<file path="src/verilog/plbc_cfg.svh">
/*
  Constants of the port loopback controller: port counts, lane width,
  register offsets, field positions, reset values and fill patterns.
  Assumes inclusion by bare name from the package and the design files.
*/
`ifndef PLBC_CFG_SVH
`define PLBC_CFG_SVH

// Port layout: clients 0..3, trunk last
`define PLBC_NUM_CLIENTS    4
`define PLBC_NUM_PORTS      5
`define PLBC_TRUNK_IDX      4
`define PLBC_LANE_W         8
`define PLBC_ADDR_W         12

// Register byte offsets
`define PLBC_OFS_CTRL       12'h000
`define PLBC_OFS_CLIENT_CFG 12'h004
`define PLBC_OFS_LOOP_MODE  12'h008
`define PLBC_OFS_SVC_STATE  12'h00c
`define PLBC_OFS_STATUS     12'h010

// Control register fields
`define PLBC_CTRL_CARD_LSB  0
`define PLBC_CTRL_ALM_BIT   2
`define PLBC_CTRL_TBR_BIT   3
`define PLBC_CTRL_MASK      32'h0000_000f

// Client configuration fields, one bit per client
`define PLBC_CCFG_GE_LSB    0
`define PLBC_CCFG_PROV_LSB  4
`define PLBC_CCFG_BR_LSB    8
`define PLBC_CCFG_MASK      32'h0000_0fff

// Status fields, one bit per port, plus a single completeness bit
`define PLBC_ST_TERM_LSB    0
`define PLBC_ST_FAC_LSB     5
`define PLBC_ST_ASM_LSB     10
`define PLBC_ST_CPLT_BIT    15

// Reset values
`define PLBC_CTRL_RST       32'h0000_0000
`define PLBC_CCFG_RST       32'h0000_0000

// Downstream fill patterns
`define PLBC_AIS_FILL       8'hff
`define PLBC_SQUELCH_FILL   8'h00

`endif

</file>
<file path="src/verilog/plbc_pkg.sv">
/*
  Types of the port loopback controller: loopback modes, service states,
  card kinds and the per-lane steering bundle.
  Assumes plbc_cfg.svh is on the include path.
*/
`include "plbc_cfg.svh"

package plbc_pkg;

  // Gray path: none -> facility -> terminal; 2'b10 is illegal
  typedef enum logic [1:0] {
    PLBC_LOOP_NONE     = 2'b00,
    PLBC_LOOP_FACILITY = 2'b01,
    PLBC_LOOP_TERMINAL = 2'b11
  } plbc_mode_type;

  typedef enum logic [1:0] {
    PLBC_IN_SERVICE_NORMAL_STATE          = 2'b00,
    PLBC_OUT_OF_SERVICE_MAINT_STATE       = 2'b01,
    PLBC_OUT_OF_SERVICE_LOOP_MAINT_STATE  = 2'b11,
    PLBC_OUT_OF_SERVICE_DISABLED_STATE    = 2'b10
  } plbc_svc_type;

  typedef enum logic [1:0] {
    PLBC_TRANSPONDER_CARD = 2'b00,
    PLBC_MUXPONDER_CARD   = 2'b01,
    PLBC_XPONDER_CARD     = 2'b11,
    PLBC_ADD_DROP_CARD    = 2'b10
  } plbc_card_type;

  typedef struct packed {
    plbc_mode_type             mode;
    logic                      fac_bridge;
    logic                      line_fill;
    logic [`PLBC_LANE_W-1:0]   fill;
  } plbc_lane_cfg_type;

endpackage : plbc_pkg

</file>
<file path="src/verilog/plbc_lane.sv">
/*
  One direction pair of a port lane: line side and core side, with
  facility and terminal loopback steering and downstream fill.
  Assumes the steering bundle comes from registers of the same clock.
*/
`timescale 1ns/1ps
`include "plbc_cfg.svh"

module plbc_lane (
  input  wire logic                       clock_i,    // System clock
  input  wire logic                       rst_n_i,    // Synchronous-release reset
  input  wire plbc_pkg::plbc_lane_cfg_type cfg_i,     // Loop steering
  input  wire logic [`PLBC_LANE_W-1:0]    line_rx_i,  // From the span
  input  wire logic [`PLBC_LANE_W-1:0]    core_in_i,  // From the far side of card
  output logic      [`PLBC_LANE_W-1:0]    line_tx_o,  // Toward the span
  output logic      [`PLBC_LANE_W-1:0]    core_out_o  // Toward far side of card
);

  // Line transmit: facility turns the span signal outward
  always_ff @(posedge clock_i or negedge rst_n_i) begin
    if (!rst_n_i) begin
      line_tx_o <= '0;
    end else if (cfg_i.mode == plbc_pkg::PLBC_LOOP_FACILITY) begin
      line_tx_o <= line_rx_i;
    end else if (cfg_i.line_fill) begin
      line_tx_o <= cfg_i.fill;
    end else begin
      line_tx_o <= core_in_i;
    end
  end

  // Core output: terminal returns inward; terminated facility sends fill
  always_ff @(posedge clock_i or negedge rst_n_i) begin
    if (!rst_n_i) begin
      core_out_o <= '0;
    end else if (cfg_i.mode == plbc_pkg::PLBC_LOOP_TERMINAL) begin
      core_out_o <= core_in_i;
    end else if (cfg_i.mode == plbc_pkg::PLBC_LOOP_FACILITY && !cfg_i.fac_bridge) begin
      core_out_o <= cfg_i.fill;
    end else begin
      core_out_o <= line_rx_i;
    end
  end

endmodule : plbc_lane

</file>
<file path="src/verilog/plbc_loopback_ctrl.sv">
/*
  Port loopback controller top: APB register file, per-port loopback mode
  and service state, static client-to-trunk lane mapping, fill insertion,
  loop conditions and alarm suppression.
  Assumes APB master in the same clock domain; line data synchronous.
*/
// Behaviour
// - Terminated loopback returns signal to origin only, nothing forwarded.
// - Bridged loopback returns signal to origin and forwards it too.
// - Bridged inserts no AIS downstream; terminated inserts AIS downstream, squelch fill for GbE clients.
// - Terminal loopbacks are bridged, except client terminal loops on the add-drop card.
// - Transponder client terminal loop needs trunk in service.
// - Muxponder client loop places no demand on other ports.
// - Add-drop card: SONET client terminal loop sends path AIS forward.
// - Add-drop card: GbE client terminal loop squelches client output.
// - Trunk terminal loop affects all clients; clients must be in service.
// - Add-drop card: trunk facility loop sends AIS on SONET clients.
// - Add-drop card: trunk facility loop squelches all GbE clients.
// - Add-drop card: trunk terminal loop still forwards downstream.
// - Client facility loop on transponder needs trunk unlocked-enabled.
// - Trunk terminal loop needs clients unlocked-enabled for completeness.
// - Report per-port terminal or facility loop condition while active.
// - Suppress looped port alarms and flag it, unless alarms allowed.
// - Clients map statically to trunk lanes, no cross-connect.
// - Client loop config refused until pluggable module provisioned.
// - Loop created only from maintenance state; then loop-maintenance.
// - Facility returns signal toward span; terminal returns it inward.
`timescale 1ns/1ps
`include "plbc_cfg.svh"

module plbc_loopback_ctrl (
  input  wire logic                                       clock_i,   // 100 MHz
  input  wire logic                                       arst_n_i,  // Async reset
  input  wire logic                                       psel_i,    // APB select
  input  wire logic                                       penable_i, // APB enable
  input  wire logic                                       pwrite_i,  // APB write
  input  wire logic [`PLBC_ADDR_W-1:0]                    paddr_i,   // APB address
  input  wire logic [31:0]                                pwdata_i,  // APB wdata
  input  wire logic [3:0]                                 pstrb_i,   // Byte lanes
  output logic      [31:0]                                prdata_o,  // APB rdata
  output logic                                            pready_o,  // APB ready
  output logic                                            pslverr_o, // Unmapped
  input  wire logic [`PLBC_NUM_CLIENTS-1:0][`PLBC_LANE_W-1:0] client_rx_i, // Client in
  output wire logic [`PLBC_NUM_CLIENTS-1:0][`PLBC_LANE_W-1:0] client_tx_o, // Client out
  input  wire logic [`PLBC_NUM_CLIENTS-1:0][`PLBC_LANE_W-1:0] trunk_rx_i,  // Trunk in
  output wire logic [`PLBC_NUM_CLIENTS-1:0][`PLBC_LANE_W-1:0] trunk_tx_o,  // Trunk out
  input  wire logic [`PLBC_NUM_PORTS-1:0]                 alarm_i,   // Raw alarms
  output logic      [`PLBC_NUM_PORTS-1:0]                 alarm_o,   // Gated alarms
  output logic      [`PLBC_NUM_PORTS-1:0]                 terminal_loop_condition_o,
  output logic      [`PLBC_NUM_PORTS-1:0]                 facility_loop_condition_o,
  output logic      [`PLBC_NUM_PORTS-1:0]                 alarm_suppressed_maintenance_o,
  output logic                                            loop_complete_o // Preconds met
);

  localparam int NC = `PLBC_NUM_CLIENTS;
  localparam int NP = `PLBC_NUM_PORTS;
  localparam int TR = `PLBC_TRUNK_IDX;

  logic                       rst_n;
  logic [31:0]                ctrl_reg;
  logic [31:0]                ccfg_reg;
  logic [31:0]                prdata_reg;
  logic [31:0]                rd_data;
  logic [31:0]                wmask;
  logic [31:0]                mode_word;
  logic [31:0]                svc_word;
  logic [31:0]                mode_rd;
  logic [31:0]                svc_rd;
  logic                       wr_fire;
  logic                       addr_hit;
  plbc_pkg::plbc_mode_type    mode_reg  [NP];
  plbc_pkg::plbc_mode_type    mode_next [NP];
  plbc_pkg::plbc_svc_type     svc_reg   [NP];
  plbc_pkg::plbc_svc_type     svc_next  [NP];
  plbc_pkg::plbc_card_type    card;
  plbc_pkg::plbc_lane_cfg_type client_cfg [NC];
  plbc_pkg::plbc_lane_cfg_type trunk_cfg  [NC];
  logic [`PLBC_LANE_W-1:0]    client_core [NC];
  logic [`PLBC_LANE_W-1:0]    trunk_core  [NC];
  logic [NP-1:0]              looped;
  logic                       alarm_in_loop;
  logic                       loop_complete_next;

  plbc_rst_sync u_rst_sync (
    .clock_i  (clock_i),
    .arst_n_i (arst_n_i),
    .rst_n_o  (rst_n)
  );

  // APB decode; zero wait states keep the master simple
  assign pready_o  = 1'b1;
  assign wr_fire   = psel_i & penable_i & pwrite_i;
  assign addr_hit  = (paddr_i == `PLBC_OFS_CTRL) || (paddr_i == `PLBC_OFS_CLIENT_CFG) ||
                     (paddr_i == `PLBC_OFS_LOOP_MODE) || (paddr_i == `PLBC_OFS_SVC_STATE) ||
                     (paddr_i == `PLBC_OFS_STATUS);
  assign pslverr_o = psel_i & penable_i & ~addr_hit;
  assign wmask     = {{8{pstrb_i[3]}}, {8{pstrb_i[2]}}, {8{pstrb_i[1]}}, {8{pstrb_i[0]}}};
  assign prdata_o  = prdata_reg;

  assign card          = plbc_pkg::plbc_card_type'(ctrl_reg[`PLBC_CTRL_CARD_LSB +: 2]);
  assign alarm_in_loop = ctrl_reg[`PLBC_CTRL_ALM_BIT];

  // Static configuration registers
  always_ff @(posedge clock_i or negedge rst_n) begin
    if (!rst_n) begin
      ctrl_reg <= `PLBC_CTRL_RST;
      ccfg_reg <= `PLBC_CCFG_RST;
    end else if (wr_fire && paddr_i == `PLBC_OFS_CTRL) begin
      ctrl_reg <= ((ctrl_reg & ~wmask) | (pwdata_i & wmask)) & `PLBC_CTRL_MASK;
    end else if (wr_fire && paddr_i == `PLBC_OFS_CLIENT_CFG) begin
      ccfg_reg <= ((ccfg_reg & ~wmask) | (pwdata_i & wmask)) & `PLBC_CCFG_MASK;
    end
  end

  // Packed views of mode and state for readback and merging
  always_comb begin
    mode_rd = '0;
    svc_rd  = '0;
    for (int p = 0; p < NP; p++) begin
      mode_rd[2*p +: 2] = mode_reg[p];
      svc_rd[2*p +: 2]  = svc_reg[p];
    end
    mode_word = (mode_rd & ~wmask) | (pwdata_i & wmask);
    svc_word  = (svc_rd & ~wmask) | (pwdata_i & wmask);
  end

  // Loop mode requests: illegal or mode-to-mode jumps are ignored
  always_comb begin
    for (int p = 0; p < NP; p++) begin
      mode_next[p] = mode_reg[p];
      svc_next[p]  = svc_reg[p];
      if (wr_fire && paddr_i == `PLBC_OFS_LOOP_MODE) begin
        if (mode_word[2*p +: 2] == plbc_pkg::PLBC_LOOP_NONE &&
            mode_reg[p] != plbc_pkg::PLBC_LOOP_NONE) begin
          mode_next[p] = plbc_pkg::PLBC_LOOP_NONE;
          svc_next[p]  = plbc_pkg::PLBC_OUT_OF_SERVICE_MAINT_STATE;
        end else if ((mode_word[2*p +: 2] == plbc_pkg::PLBC_LOOP_FACILITY ||
                      mode_word[2*p +: 2] == plbc_pkg::PLBC_LOOP_TERMINAL) &&
                     mode_reg[p] == plbc_pkg::PLBC_LOOP_NONE &&
                     svc_reg[p] == plbc_pkg::PLBC_OUT_OF_SERVICE_MAINT_STATE &&
                     (p == TR || ccfg_reg[`PLBC_CCFG_PROV_LSB + (p % NC)])) begin
          mode_next[p] = plbc_pkg::plbc_mode_type'(mode_word[2*p +: 2]);
          svc_next[p]  = plbc_pkg::PLBC_OUT_OF_SERVICE_LOOP_MAINT_STATE;
        end
      end else if (wr_fire && paddr_i == `PLBC_OFS_SVC_STATE &&
                   mode_reg[p] == plbc_pkg::PLBC_LOOP_NONE &&
                   svc_word[2*p +: 2] != plbc_pkg::PLBC_OUT_OF_SERVICE_LOOP_MAINT_STATE) begin
        // Loop-maintenance is entered only by creating a loop
        svc_next[p] = plbc_pkg::plbc_svc_type'(svc_word[2*p +: 2]);
      end
    end
  end

  // Mode and service state per port
  always_ff @(posedge clock_i or negedge rst_n) begin
    if (!rst_n) begin
      for (int p = 0; p < NP; p++) begin
        mode_reg[p] <= plbc_pkg::PLBC_LOOP_NONE;
        svc_reg[p]  <= plbc_pkg::PLBC_IN_SERVICE_NORMAL_STATE;
      end
    end else begin
      for (int p = 0; p < NP; p++) begin
        mode_reg[p] <= mode_next[p];
        svc_reg[p]  <= svc_next[p];
      end
    end
  end

  // Read data captured in the setup phase so prdata comes from a flop
  always_comb begin
    rd_data = 32'h0000_0000;
    unique case (paddr_i)
      `PLBC_OFS_CTRL:       rd_data = ctrl_reg;
      `PLBC_OFS_CLIENT_CFG: rd_data = ccfg_reg;
      `PLBC_OFS_LOOP_MODE:  rd_data = mode_rd;
      `PLBC_OFS_SVC_STATE:  rd_data = svc_rd;
      `PLBC_OFS_STATUS: begin
        rd_data[`PLBC_ST_TERM_LSB +: NP] = terminal_loop_condition_o;
        rd_data[`PLBC_ST_FAC_LSB +: NP]  = facility_loop_condition_o;
        rd_data[`PLBC_ST_ASM_LSB +: NP]  = alarm_suppressed_maintenance_o;
        rd_data[`PLBC_ST_CPLT_BIT]       = loop_complete_o;
      end
      default:              rd_data = 32'h0000_0000;
    endcase
  end

  always_ff @(posedge clock_i or negedge rst_n) begin
    if (!rst_n) begin
      prdata_reg <= 32'h0000_0000;
    end else if (psel_i && !penable_i && !pwrite_i) begin
      prdata_reg <= rd_data;
    end
  end

  // Lane steering: add-drop card fills client outputs in two cases
  always_comb begin
    for (int k = 0; k < NC; k++) begin
      client_cfg[k].mode       = mode_reg[k];
      client_cfg[k].fac_bridge = ccfg_reg[`PLBC_CCFG_BR_LSB + k];
      client_cfg[k].fill       = ccfg_reg[`PLBC_CCFG_GE_LSB + k] ?
                                 `PLBC_SQUELCH_FILL : `PLBC_AIS_FILL;
      client_cfg[k].line_fill  = (card == plbc_pkg::PLBC_ADD_DROP_CARD) &&
                                 (mode_reg[k] == plbc_pkg::PLBC_LOOP_TERMINAL ||
                                  mode_reg[TR] == plbc_pkg::PLBC_LOOP_FACILITY);
      trunk_cfg[k].mode        = mode_reg[TR];
      trunk_cfg[k].fac_bridge  = ctrl_reg[`PLBC_CTRL_TBR_BIT];
      trunk_cfg[k].fill        = `PLBC_AIS_FILL;
      trunk_cfg[k].line_fill   = 1'b0;  // Terminal on trunk still forwards
    end
  end

  // Fixed client k <-> trunk lane k pairing, no cross-connect
  for (genvar k = 0; k < NC; k++) begin : g_lane
    plbc_lane u_client (
      .clock_i    (clock_i),
      .rst_n_i    (rst_n),
      .cfg_i      (client_cfg[k]),
      .line_rx_i  (client_rx_i[k]),
      .core_in_i  (trunk_core[k]),
      .line_tx_o  (client_tx_o[k]),
      .core_out_o (client_core[k])
    );
    plbc_lane u_trunk (
      .clock_i    (clock_i),
      .rst_n_i    (rst_n),
      .cfg_i      (trunk_cfg[k]),
      .line_rx_i  (trunk_rx_i[k]),
      .core_in_i  (client_core[k]),
      .line_tx_o  (trunk_tx_o[k]),
      .core_out_o (trunk_core[k])
    );
  end

  // Companion port preconditions; muxponder clients place none
  always_comb begin
    loop_complete_next = 1'b1;
    for (int p = 0; p < NP; p++) begin
      looped[p] = (mode_reg[p] != plbc_pkg::PLBC_LOOP_NONE);
    end
    if (mode_reg[TR] == plbc_pkg::PLBC_LOOP_TERMINAL) begin
      for (int k = 0; k < NC; k++) begin
        if (svc_reg[k] != plbc_pkg::PLBC_IN_SERVICE_NORMAL_STATE) begin
          loop_complete_next = 1'b0;
        end
      end
    end
    if (card == plbc_pkg::PLBC_TRANSPONDER_CARD && (|looped[NC-1:0]) &&
        svc_reg[TR] != plbc_pkg::PLBC_IN_SERVICE_NORMAL_STATE) begin
      loop_complete_next = 1'b0;
    end
  end

  // Conditions, alarm gating and completeness flag
  always_ff @(posedge clock_i or negedge rst_n) begin
    if (!rst_n) begin
      terminal_loop_condition_o      <= '0;
      facility_loop_condition_o      <= '0;
      alarm_suppressed_maintenance_o <= '0;
      alarm_o                        <= '0;
      loop_complete_o                <= 1'b1;
    end else begin
      for (int p = 0; p < NP; p++) begin
        terminal_loop_condition_o[p] <= (mode_reg[p] == plbc_pkg::PLBC_LOOP_TERMINAL);
        facility_loop_condition_o[p] <= (mode_reg[p] == plbc_pkg::PLBC_LOOP_FACILITY);
      end
      alarm_suppressed_maintenance_o <= looped & {NP{~alarm_in_loop}};
      alarm_o                        <= alarm_i & ~(looped & {NP{~alarm_in_loop}});
      loop_complete_o                <= loop_complete_next;
    end
  end
endmodule : plbc_loopback_ctrl

</file>
<file path="src/verilog/plbc_rst_sync.sv">
/*
  Reset release synchroniser: asynchronous assertion, release after two
  clock edges. Assumes a free-running clock.
*/
`timescale 1ns/1ps

module plbc_rst_sync (
  input  wire logic clock_i,   // System clock
  input  wire logic arst_n_i,  // Raw asynchronous reset
  output logic      rst_n_o    // Synchronised reset
);

  logic meta_reg;

  // First stage feeds only the second
  always_ff @(posedge clock_i or negedge arst_n_i) begin
    if (!arst_n_i) begin
      meta_reg <= 1'b0;
      rst_n_o  <= 1'b0;
    end else begin
      meta_reg <= 1'b1;
      rst_n_o  <= meta_reg;
    end
  end

endmodule : plbc_rst_sync
</file>
<file path="config.mk">
export PLATFORM = sky130hd
export DESIGN_NAME = plbc_loopback_ctrl
export DESIGN_NICKNAME = d
export VERILOG_FILES = /design/src/verilog/plbc_pkg.sv /design/src/verilog/plbc_lane.sv /design/src/verilog/plbc_loopback_ctrl.sv /design/src/verilog/plbc_rst_sync.sv
export VERILOG_INCLUDE_DIRS = /design/src /design/src/verilog
export SDC_FILE = /design/constraint.sdc
export NUM_CORES = 1
export LEC_CHECK = 0
export BUFFER_PORTS_ARGS = -buffer_cell sky130_fd_sc_hd__buf_2
export CORE_ASPECT_RATIO = 1.25
export CORE_MARGIN = 3
export CORE_UTILIZATION = 57
export DETAILED_ROUTE_END_ITERATION = 6
export PLACE_DENSITY = 0.86
export RECOVER_POWER = 100
export SYNTH_ARGS = -nofsm -noshare
export SYNTH_HDL_FRONTEND = slang
export SYNTH_SLANG_ARGS = --single-unit
</file>
<file path="constraint.sdc">
create_clock -name clock_i -period 16.3 [get_ports clock_i]
set_input_delay 3.26 -clock clock_i [delete_from_list [all_inputs] [get_ports clock_i]]
set_output_delay 3.26 -clock clock_i [all_outputs]
set_load 0.01 [all_outputs]
</file>
==> impl_metrics.yaml, run 1 <==
outcome:
  outcome: "complete, but fails checks"
  violations: "capacitance limit, slew limit"
synthesis:
  ys_seq_area_share_pct: 58.1
  synthFlopType: "dfrtp_1"
  yosys_warnings: 0
  syn_area_sq_mm: 0.00874
  async_reset_ff_share_pct: 100
  synth.avg_cell_area_sq_um: 11.2
  synth_area_leaders: "dfrtp_1 58%, a21oi_1 4.4%, mux2_2 4.4%"
  yosys.area.top_type: "dfrtp_1"
  ys_seq_elements: 203
  synth_enable_flop_cells: 0
  synth_cell_types: 55
  synthCells: 780
  synth_top_area_share_pct: 57.8
setup_path:
  worstPathArrival_ns: 4.90
  cp_top_family: "simple AND/OR/NAND/NOR gates"
  rr_worst_depth: 1
  crit_fanout: 6
  cp-start-kind: "input pin"
  worstPathRequired_ns: 13.04
  rr_endpoint: "prdata_o[11]"
  crit_type: "input pin to primary output"
  cpMostUsedCell: "clkbuf_1"
  r2r-start: "u_rst_sync.rst_n_o"
  path_cells: "clkbuf_1, nor4_1, nand4_1, and3_1, clkbuf_1"
  critPathBufInv: 2
  rrSetupSlack_ns: 10.69
  cp-end-kind: "primary output"
  crit_cells: 5
  max_stage_delay_ns: 0.81
  critPathSlowestCell: "nor4_1"
clock_tree:
  root_buffer: "clkbuf_16"
  hold_buffers: 0
  clk_latency_ns: 0.49
  postCtsSetupBuffers: 0
  htreeDepth: 1
  cts_buffers: 20
  cts_tree: "yes"
  clk_pin_slew_ns: 0.06
  clk_path_buf_depth: 3
  ctsResizeCount: 0
  clkSinkCount: 203
detailed_routing:
  wl_um: 23400
  drtAntennaViolNets: 0
  via_count: 7031
  drc: 0
  firstDrtPassIters: 5
  drtIter0Drc: 600
  avgViaCountPerCell: 6.02
  wl_per_cell_um: 20.1
sta:
  hold_viol_final: 0
  rsz0062_at_grt: "no"
  fin_crit_ns: 8.16
  slew-limit-headroom_pct: -177
  finalSetupViolations: 0
  slew_violations: 245
  timing.fmax_mhz: 123
  fin_tns_setup_ns: 0
  finalClockSkew_ns: 0.0162
  fin_crit_sh_pct: 50.0
  worst_slew_pin_slew_ns: 4.16
  whs_ns: 0.353
cells_and_area:
  postLayoutCellArea_sq_mm: 0.0103
  final_net_count: 1093
  multi_input_area_sq_mm: 0.00334
  synthToLayoutAreaGrowth_pct: 17.3
  drive_gt1_share_pct: 12.5
  antennaDiodeCount: 0
  layout.cells.non_filler: 1167
  seqCellArea_sq_mm: 0.00508
  fill_cells: 1203
power_and_ir_drop:
  switching_share_pct: 22.1
  power_leakage_nw: 4.27
  p_comb_share_pct: 5.2
  clockPowerShare_pct: 45.4
  irDropWorstVdd_mv: 0.0998
  p_int_uw: 820
  netSwitchingPower_uw: 233
  p_per_area_mw_per_mm2: 103
  pwr-share-seq_pct: 49.4
floorplan:
  start_util_pct: 58.2
  pin_count: 241
  die_area_sq_mm: 0.0169
  rows: 50
  die_h_um: 144
  core-area_sq_mm: 0.0150
  fp.dieW_um: 117
flow_run:
  max_cap_violations: 4
global_routing:
  grt_overflow: 0
  grt_use_met3_pct: 5.69
  antenna_found_initial: 3
  top_usage_layer: "met2"
  grt_use_met2_pct: 45.8
  grt_pass1_vias: 7124
  track_usage_pct: 27.7
  gr-usage-met1_pct: 35.2
  grt_max_degree: 80
  grt_pass1_wl_um: 36800
place:
  dpl.hpwl_um: 15900
  place.gp.congestion: 0.930
  portBuffers: 201
  place_area_sq_mm: 0.00983
  dp.cells: 1131
worst_hold_path:
  holdPathEnd: "u_rst_sync.rst_n_o"
  min_from: "u_rst_sync.meta_reg"
  hold_depth: 0
  hp-class: "flop to flop"
==> area by class of cell <==
type,instances,share of cell area [%]
clock buffer,28,5.77
clock inverter,8,0.964
inverter,19,0.695
multi-input combinational,521,32.6
sequential,203,49.5
tap,182,2.22
timing repair buffer,206,8.21
==> worst max path at each step <==
stage	slack, ns	startpoint	end
floorplan	8.96	paddr_i[9]	pslverr_o
global placement	8.45	paddr_i[9]	pslverr_o
detailed placement	8.48	paddr_i[9]	pslverr_o
CTS	8.47	paddr_i[9]	pslverr_o
global route	7.96	paddr_i[9]	pslverr_o
finish	8.14	paddr_i[9]	pslverr_o
==> cells in the final DEF, fill, tap and decap left out, types with 14 or more instances in the layout <==
master | Yosys | routed
clkbuf_1 | 32 | 156
a22o_1 | 18 | 18
dfrtp_1 | 202 | 202
clkbuf_16 | 0 | 21
o22a_1 | 32 | 32
mux2_1 | 21 | 22
mux2_2 | 34 | 33
buf_2 | 1 | 52
a21oi_1 | 77 | 77
o22ai_1 | 23 | 23
o21ai_0 | 32 | 35
nand2_1 | 39 | 39
conb_1 | 2 | 18
mux2i_1 | 14 | 14
inv_1 | 19 | 19
nor2_1 | 67 | 68
==> cell families after synthesis <==
group                  Yosys count  synth area share, %
other                            2               0.0859
and+or+nand+nor                205                 12.0
DFF                            203                 58.1
buffers and inverters           72                 3.88
AOI/OAI and AO/OA              229                 17.2
muxes                           69                 8.69
==> cells in the mapped netlist (all sizes together), types with 3 or more instances <==
cell type and count:
inv 19, nand3b 4, o22a 32, o21ai 38
a22o 18, or3 13, a221o 3, nand2 39
nand4 10, nor3 12, mux2i 14, o31a 4
clkbuf 32, mux2 55, buf 21, nor2b 13
nor2 68, and3 5, nand3 8, nor4 10
dfrtp 202, a21oi 79, o22ai 23, a211oi 7
nand2b 11, a21o 10
==> metrics by stage <==
| step | utilization [%] | power (mW) | setup slack (ns) |
|---|---|---|---|
| finish | 68.3 | 1.05 | 8.14 |
| CTS | 70.1 | 1.07 | 8.47 |
| detailed placement | 65.5 | 0.589 | 8.48 |
| global placement | 65.5 | 0.587 | 8.45 |
| global route | 68.3 | 1.09 | 7.96 |
| floorplan | - | 0.560 | 8.96 |
==> per-layer routing <==
metal	vias up	routed length, um	part of all wire (%)
met5	-	34	0.15
met4	6	989	4.2
met3	73	1750	7.5
met2	360	11700	50
met1	3417	8960	38
li1	3175	-	-
==> power groups by stage <==
stage,Clock [mW],Combinational [mW],Sequential [mW]
final,0.478,0.0551,0.520
after global routing,0.507,0.0617,0.521
after CTS,0.485,0.0603,0.520
after detailed placement,0,0.0598,0.529
after global placement,0,0.0584,0.529
after floorplan,0,0.0212,0.538
No activity file was read; power rests on OpenSTA's default activity.
==> run 2: changes to the inputs <==
Settings changed: CORE_UTILIZATION 57 to 47, PLACE_DENSITY 0.86 to 0.76.
Clock period 16.3 ns to 6.8 ns, I/O delays scaled along.
==> impl_metrics.yaml, run 2 (synthesis results as in run 1) <==
outcome:
  violations: "capacitance limit, slew limit"
  outcome: "complete, but fails checks"
sta:
  rsz0062_at_grt: "no"
  timing.fmax_mhz: 230
  slew-limit-headroom_pct: -119
  worst_slew_pin_slew_ns: 3.28
  finalClockSkew_ns: 0.0116
  fin_crit_sh_pct: 64.0
  whs_ns: 0.354
  finalSetupViolations: 0
  fin_crit_ns: 4.35
  slew_violations: 72
  setup_slack_ns: 2.45
  fin_tns_setup_ns: 0
  hold_viol_final: 0
detailed_routing:
  firstDrtPassIters: 5
  drc: 0
  via_count: 6921
  wl_per_cell_um: 19.4
  avgViaCountPerCell: 5.70
  wl_um: 23500
  drtIter0Drc: 625
  drtAntennaViolNets: 0
flow_run:
  max_cap_violations: 2
setup_path:
  max_stage_delay_ns: 0.91
  critPathSlowestCell: "clkbuf_1"
  cp-end-kind: "primary output"
  cp-start-kind: "input pin"
  crit_type: "input pin to primary output"
  r2r-start: "mode_rd[9]"
  worstPathArrival_ns: 2.99
  cp_top_family: "buffers and inverters"
  path_cells: "clkbuf_1, o21ai_0, nand4_1, and3_1, clkbuf_1"
  critPathBufInv: 2
  crit_fanout: 20
  critPathLaunch: "paddr_i[2]"
  worstPathRequired_ns: 5.44
  cpMostUsedCell: "clkbuf_1"
cells_and_area:
  final_net_count: 1093
  final_common_cell: "dfrtp_1"
  antennaDiodeCount: 0
  synthToLayoutAreaGrowth_pct: 18.6
  layout_common_cells: "201 x dfrtp_1, 118 x clkbuf_1, 94 x buf_2, 77 x a21oi_1, 68 x nor2_1"
  seqCellArea_sq_mm: 0.00508
  fill_cells: 1659
  drive_gt1_share_pct: 16.8
  multi_input_area_sq_mm: 0.00336
clock_tree:
  cts_tree: "yes"
  htreeDepth: 1
  clkSinkCount: 203
  clk_latency_ns: 0.50
  cts_buffers: 21
  ctsResizeCount: 0
  hold_buffers: 0
  clk_pin_slew_ns: 0.06
  clk_path_buf_depth: 3
  postCtsSetupBuffers: 0
  root_buffer: "clkbuf_16"
floorplan:
  fp.dieW_um: 128
  die_area_sq_mm: 0.0203
  core-area_sq_mm: 0.0182
  rows: 55
  die_h_um: 158
  pin_count: 241
  start_util_pct: 48.1
global_routing:
  track_usage_pct: 22.7
  antenna_found_initial: 2
  grt_pass1_vias: 6977
  grt_max_degree: 202
  grt_pass1_wl_um: 36800
  grt_overflow: 0
worst_hold_path:
  min_from: "u_rst_sync.meta_reg"
  hp-class: "flop to flop"
place:
  portBuffers: 201
  place.gp.congestion: 0.925
  dpl.hpwl_um: 16100
  dp_slack_ns: 2.65
power_and_ir_drop:
  power_leakage_nw: 4.39
  p_per_area_mw_per_mm2: 242
  irDropWorstVdd_mv: 0.189
==> run 2: final timing paths <==
path / end / slack (ns) / cells past startpoint
max in group asynchronous: facility_loop_condition_o[3] / 5.38 / 1
min in group asynchronous: g_lane[1].u_trunk.line_tx_o[1] / 0.40 / 1
setup reg to reg: g_lane[0].u_client.line_tx_o[0] / 2.47 / 6
setup / recovery: pslverr_o / 2.45 / 5
hold / removal: u_rst_sync.rst_n_o / 0.35 / 0
hold reg to reg: u_rst_sync.rst_n_o / 0.35 / 0
==> run 2: stage by stage <==
| stage | total power [mW] | cells | instance area [sq um] | utilization, % |
|---|---|---|---|---|
| 2_1_floorplan | 1.34 | 796 | 8800 | - |
| 3_3_place_gp | 1.41 | 1176 | 9890 | 54.4 |
| 3_5_place_dp | 1.41 | 1176 | 9890 | 54.4 |
| 4_1_cts | 2.54 | 1214 | 10600 | 58.1 |
| 5_1_grt | 2.61 | 1214 | 10400 | 57.1 |
| 6_report | 2.51 | 1214 | 10400 | 57.1 |
==> run 2: power breakdown <==
group | leakage [nW] | internal (mW) | switching, mW
Clock | 0.324 | 0.656 | 0.465
Combinational | 1.80 | 0.0528 | 0.0903
Sequential | 2.27 | 1.23 | 0.00886
==> run 2: worst register-to-register path: stages (launching register included) <==
cell and delay (ns):
dfrtp_1 0.46, nor2b_4 0.12, clkbuf_1 1.68, o21ai_0 0.97, nor2_1 0.69, a21oi_1 0.08, a21oi_1 0.24
==> run 2: routing by layer <==
metal,global-route usage (%),vias up,share of wire [%]
met2,38.9,258,50
met3,4.19,67,6.2
met1,28.4,3407,39
met4,9.45,4,4.0
li1,-,3185,-
met5,0,-,0.11
==> run 2: area by class of cell <==
| class | count | share of cell area (%) |
|---|---|---|
| Clock buffer | 33 | 5.89 |
| Clock inverter | 5 | 0.543 |
| Inverter | 19 | 0.688 |
| Multi-Input combinational cell | 521 | 32.4 |
| Sequential cell | 203 | 49.0 |
| Tap cell | 228 | 2.75 |
| Timing Repair Buffer | 205 | 8.71 |
==> run 3: changes to the inputs <==
Settings changed: CORE_UTILIZATION 47 to 52, PLACE_DENSITY 0.76 to 0.79.
Clock period 6.8 ns to 4.2 ns, I/O delays scaled along.
==> impl_metrics.yaml, run 3 (synthesis results as in run 1) <==
global_routing:
  track_usage_pct: 24.9
  grt_pass1_vias: 6955
  grt_max_degree: 103
  grt_overflow: 0
  grt_pass1_wl_um: 36300
  antenna_found_initial: 3
detailed_routing:
  drtIter0Drc: 497
  avgViaCountPerCell: 5.78
  wl_um: 23100
  firstDrtPassIters: 5
  drc: 0
  via_count: 6955
  wl_per_cell_um: 19.2
  drtAntennaViolNets: 0
setup_path:
  r2r-start: "mode_rd[9]"
  rrSetupSlack_ns: 0.97
  worstPathArrival_ns: 3.60
  rr_worst_depth: 3
  cp-end-kind: "flop"
  rr_endpoint: "g_lane[1].u_trunk.core_out_o[5]"
  crit_fanout: 8
  crit_type: "input pin to flop"
  worstPathRequired_ns: 4.56
  cp-start-kind: "input pin"
flow_run:
  max_cap_violations: 2
sta:
  finalSetupViolations: 0
  worst_slew_pin_slew_ns: 3.02
  hold_viol_final: 0
  fin_tns_setup_ns: 0
  rsz0062_at_grt: "no"
  slew-limit-headroom_pct: -101
  finalClockSkew_ns: 0.00946
  fin_crit_ns: 3.24
  slew_violations: 104
  timing.fmax_mhz: 309
  fin_crit_sh_pct: 77.1
cells_and_area:
  drive_gt1_share_pct: 16.7
  layout_common_cells: "202 x dfrtp_1, 114 x clkbuf_1, 96 x buf_2, 78 x a21oi_1, 68 x nor2_1"
  synthToLayoutAreaGrowth_pct: 18.2
  postLayoutCellArea_sq_mm: 0.0103
  final_common_cell: "dfrtp_1"
  final_net_count: 1094
floorplan:
  fp.dieW_um: 122
  core-area_sq_mm: 0.0163
  start_util_pct: 53.5
  die_area_sq_mm: 0.0184
  pin_count: 241
  die_h_um: 151
  rows: 52
clock_tree:
  htreeDepth: 1
  ctsResizeCount: 0
  cts_buffers: 20
  hold_buffers: 0
  postCtsSetupBuffers: 0
  clk_path_buf_depth: 3
  root_buffer: "clkbuf_16"
  clkSinkCount: 203
  cts_tree: "yes"
  clk_pin_slew_ns: 0.06
  clk_latency_ns: 0.49
place:
  place_area_sq_mm: 0.00989
  place.gp.congestion: 0.901
  portBuffers: 201
  dpl.hpwl_um: 16100
worst_hold_path:
  hp-class: "input pin to async pin"
power_and_ir_drop:
  power_leakage_nw: 4.40
  pwr-share-seq_pct: 50.3
  irDropWorstVdd_mv: 0.270
  p_per_area_mw_per_mm2: 388
  switching_share_pct: 22.1
  p_comb_share_pct: 5.5
  clockPowerShare_pct: 44.2
  netSwitchingPower_uw: 886
  p_int_mw: 3.13
outcome:
  violations: "capacitance limit, slew limit"
  outcome: "complete, but fails checks"
==> run 3: changes by cell type in the layout (fill, tap and decap cells not counted), sizes merged <==
cell,delta
inv,-1
clkbuf,-4
clkinv,+2
buf,+4
diode,+2
clkinvlp,-1
==> run 3: metrics by stage <==
step | worst slack, ns | util [%] | hold slack, ns | power (mW) | cells
after global routing | 0.747 | 63.3 | 0.109 | 4.16 | 1204
after global placement | 1.08 | 60.6 | 0.336 | 2.28 | 1166
after CTS | 1.21 | 64.6 | 0.109 | 4.06 | 1202
final | 0.963 | 63.3 | 0.124 | 4.02 | 1204
after floorplan | 0.857 | - | 0.331 | 2.17 | 796
after detailed placement | 1.05 | 60.6 | 0.340 | 2.29 | 1166
==> run 3: worst max-delay path by stage <==
stage,start,to,slack (ns)
6_report,paddr_i[8],flop,0.96
5_1_grt,mode_rd[9],g_lane[2].u_trunk.core_out_o[3],0.75
4_1_cts,paddr_i[9],pslverr_o,1.21
3_5_place_dp,paddr_i[9],flop,1.05
3_3_place_gp,paddr_i[9],flop,1.08
2_1_floorplan,u_rst_sync.rst_n_o,async pin,0.86
==> run 3: final cells by class <==
class / instances / area [sq um]
Antenna cell: 2 / 5.00
Sequential cell: 203 / 5080
Fill cell: 1394 / 5990
Multi-Input combinational cell: 521 / 3340
Tap cell: 216 / 270
Timing Repair Buffer: 207 / 917
Inverter: 19 / 71.3
Clock inverter: 5 / 50.0
Clock buffer: 31 / 603
==> run 3: per-layer routing <==
layer / share of wire, % / GRT usage, %
met1: 39 / 31.7
met2: 50 / 41.4
met3: 7.4 / 5.34
met4: 3.8 / 10.4
met5: 0.030 / 0
==> run 3: critical path, stage by stage <==
cell      delay, ns
buf_1          0.09
nor4_1         0.75
nand3b_1       0.35
or3_1          0.48
nor2_1         0.70
mux2_1         0.38
==> run 3: power by group through the flow <==
stage / clock network (mW) / logic, mW / registers (mW)
after floorplan: 0 / 0.0823 / 2.09
after global placement: 0 / 0.227 / 2.06
after global routing: 1.89 / 0.244 / 2.03
after CTS: 1.81 / 0.232 / 2.02
after detailed placement: 0 / 0.231 / 2.06
final: 1.78 / 0.219 / 2.02
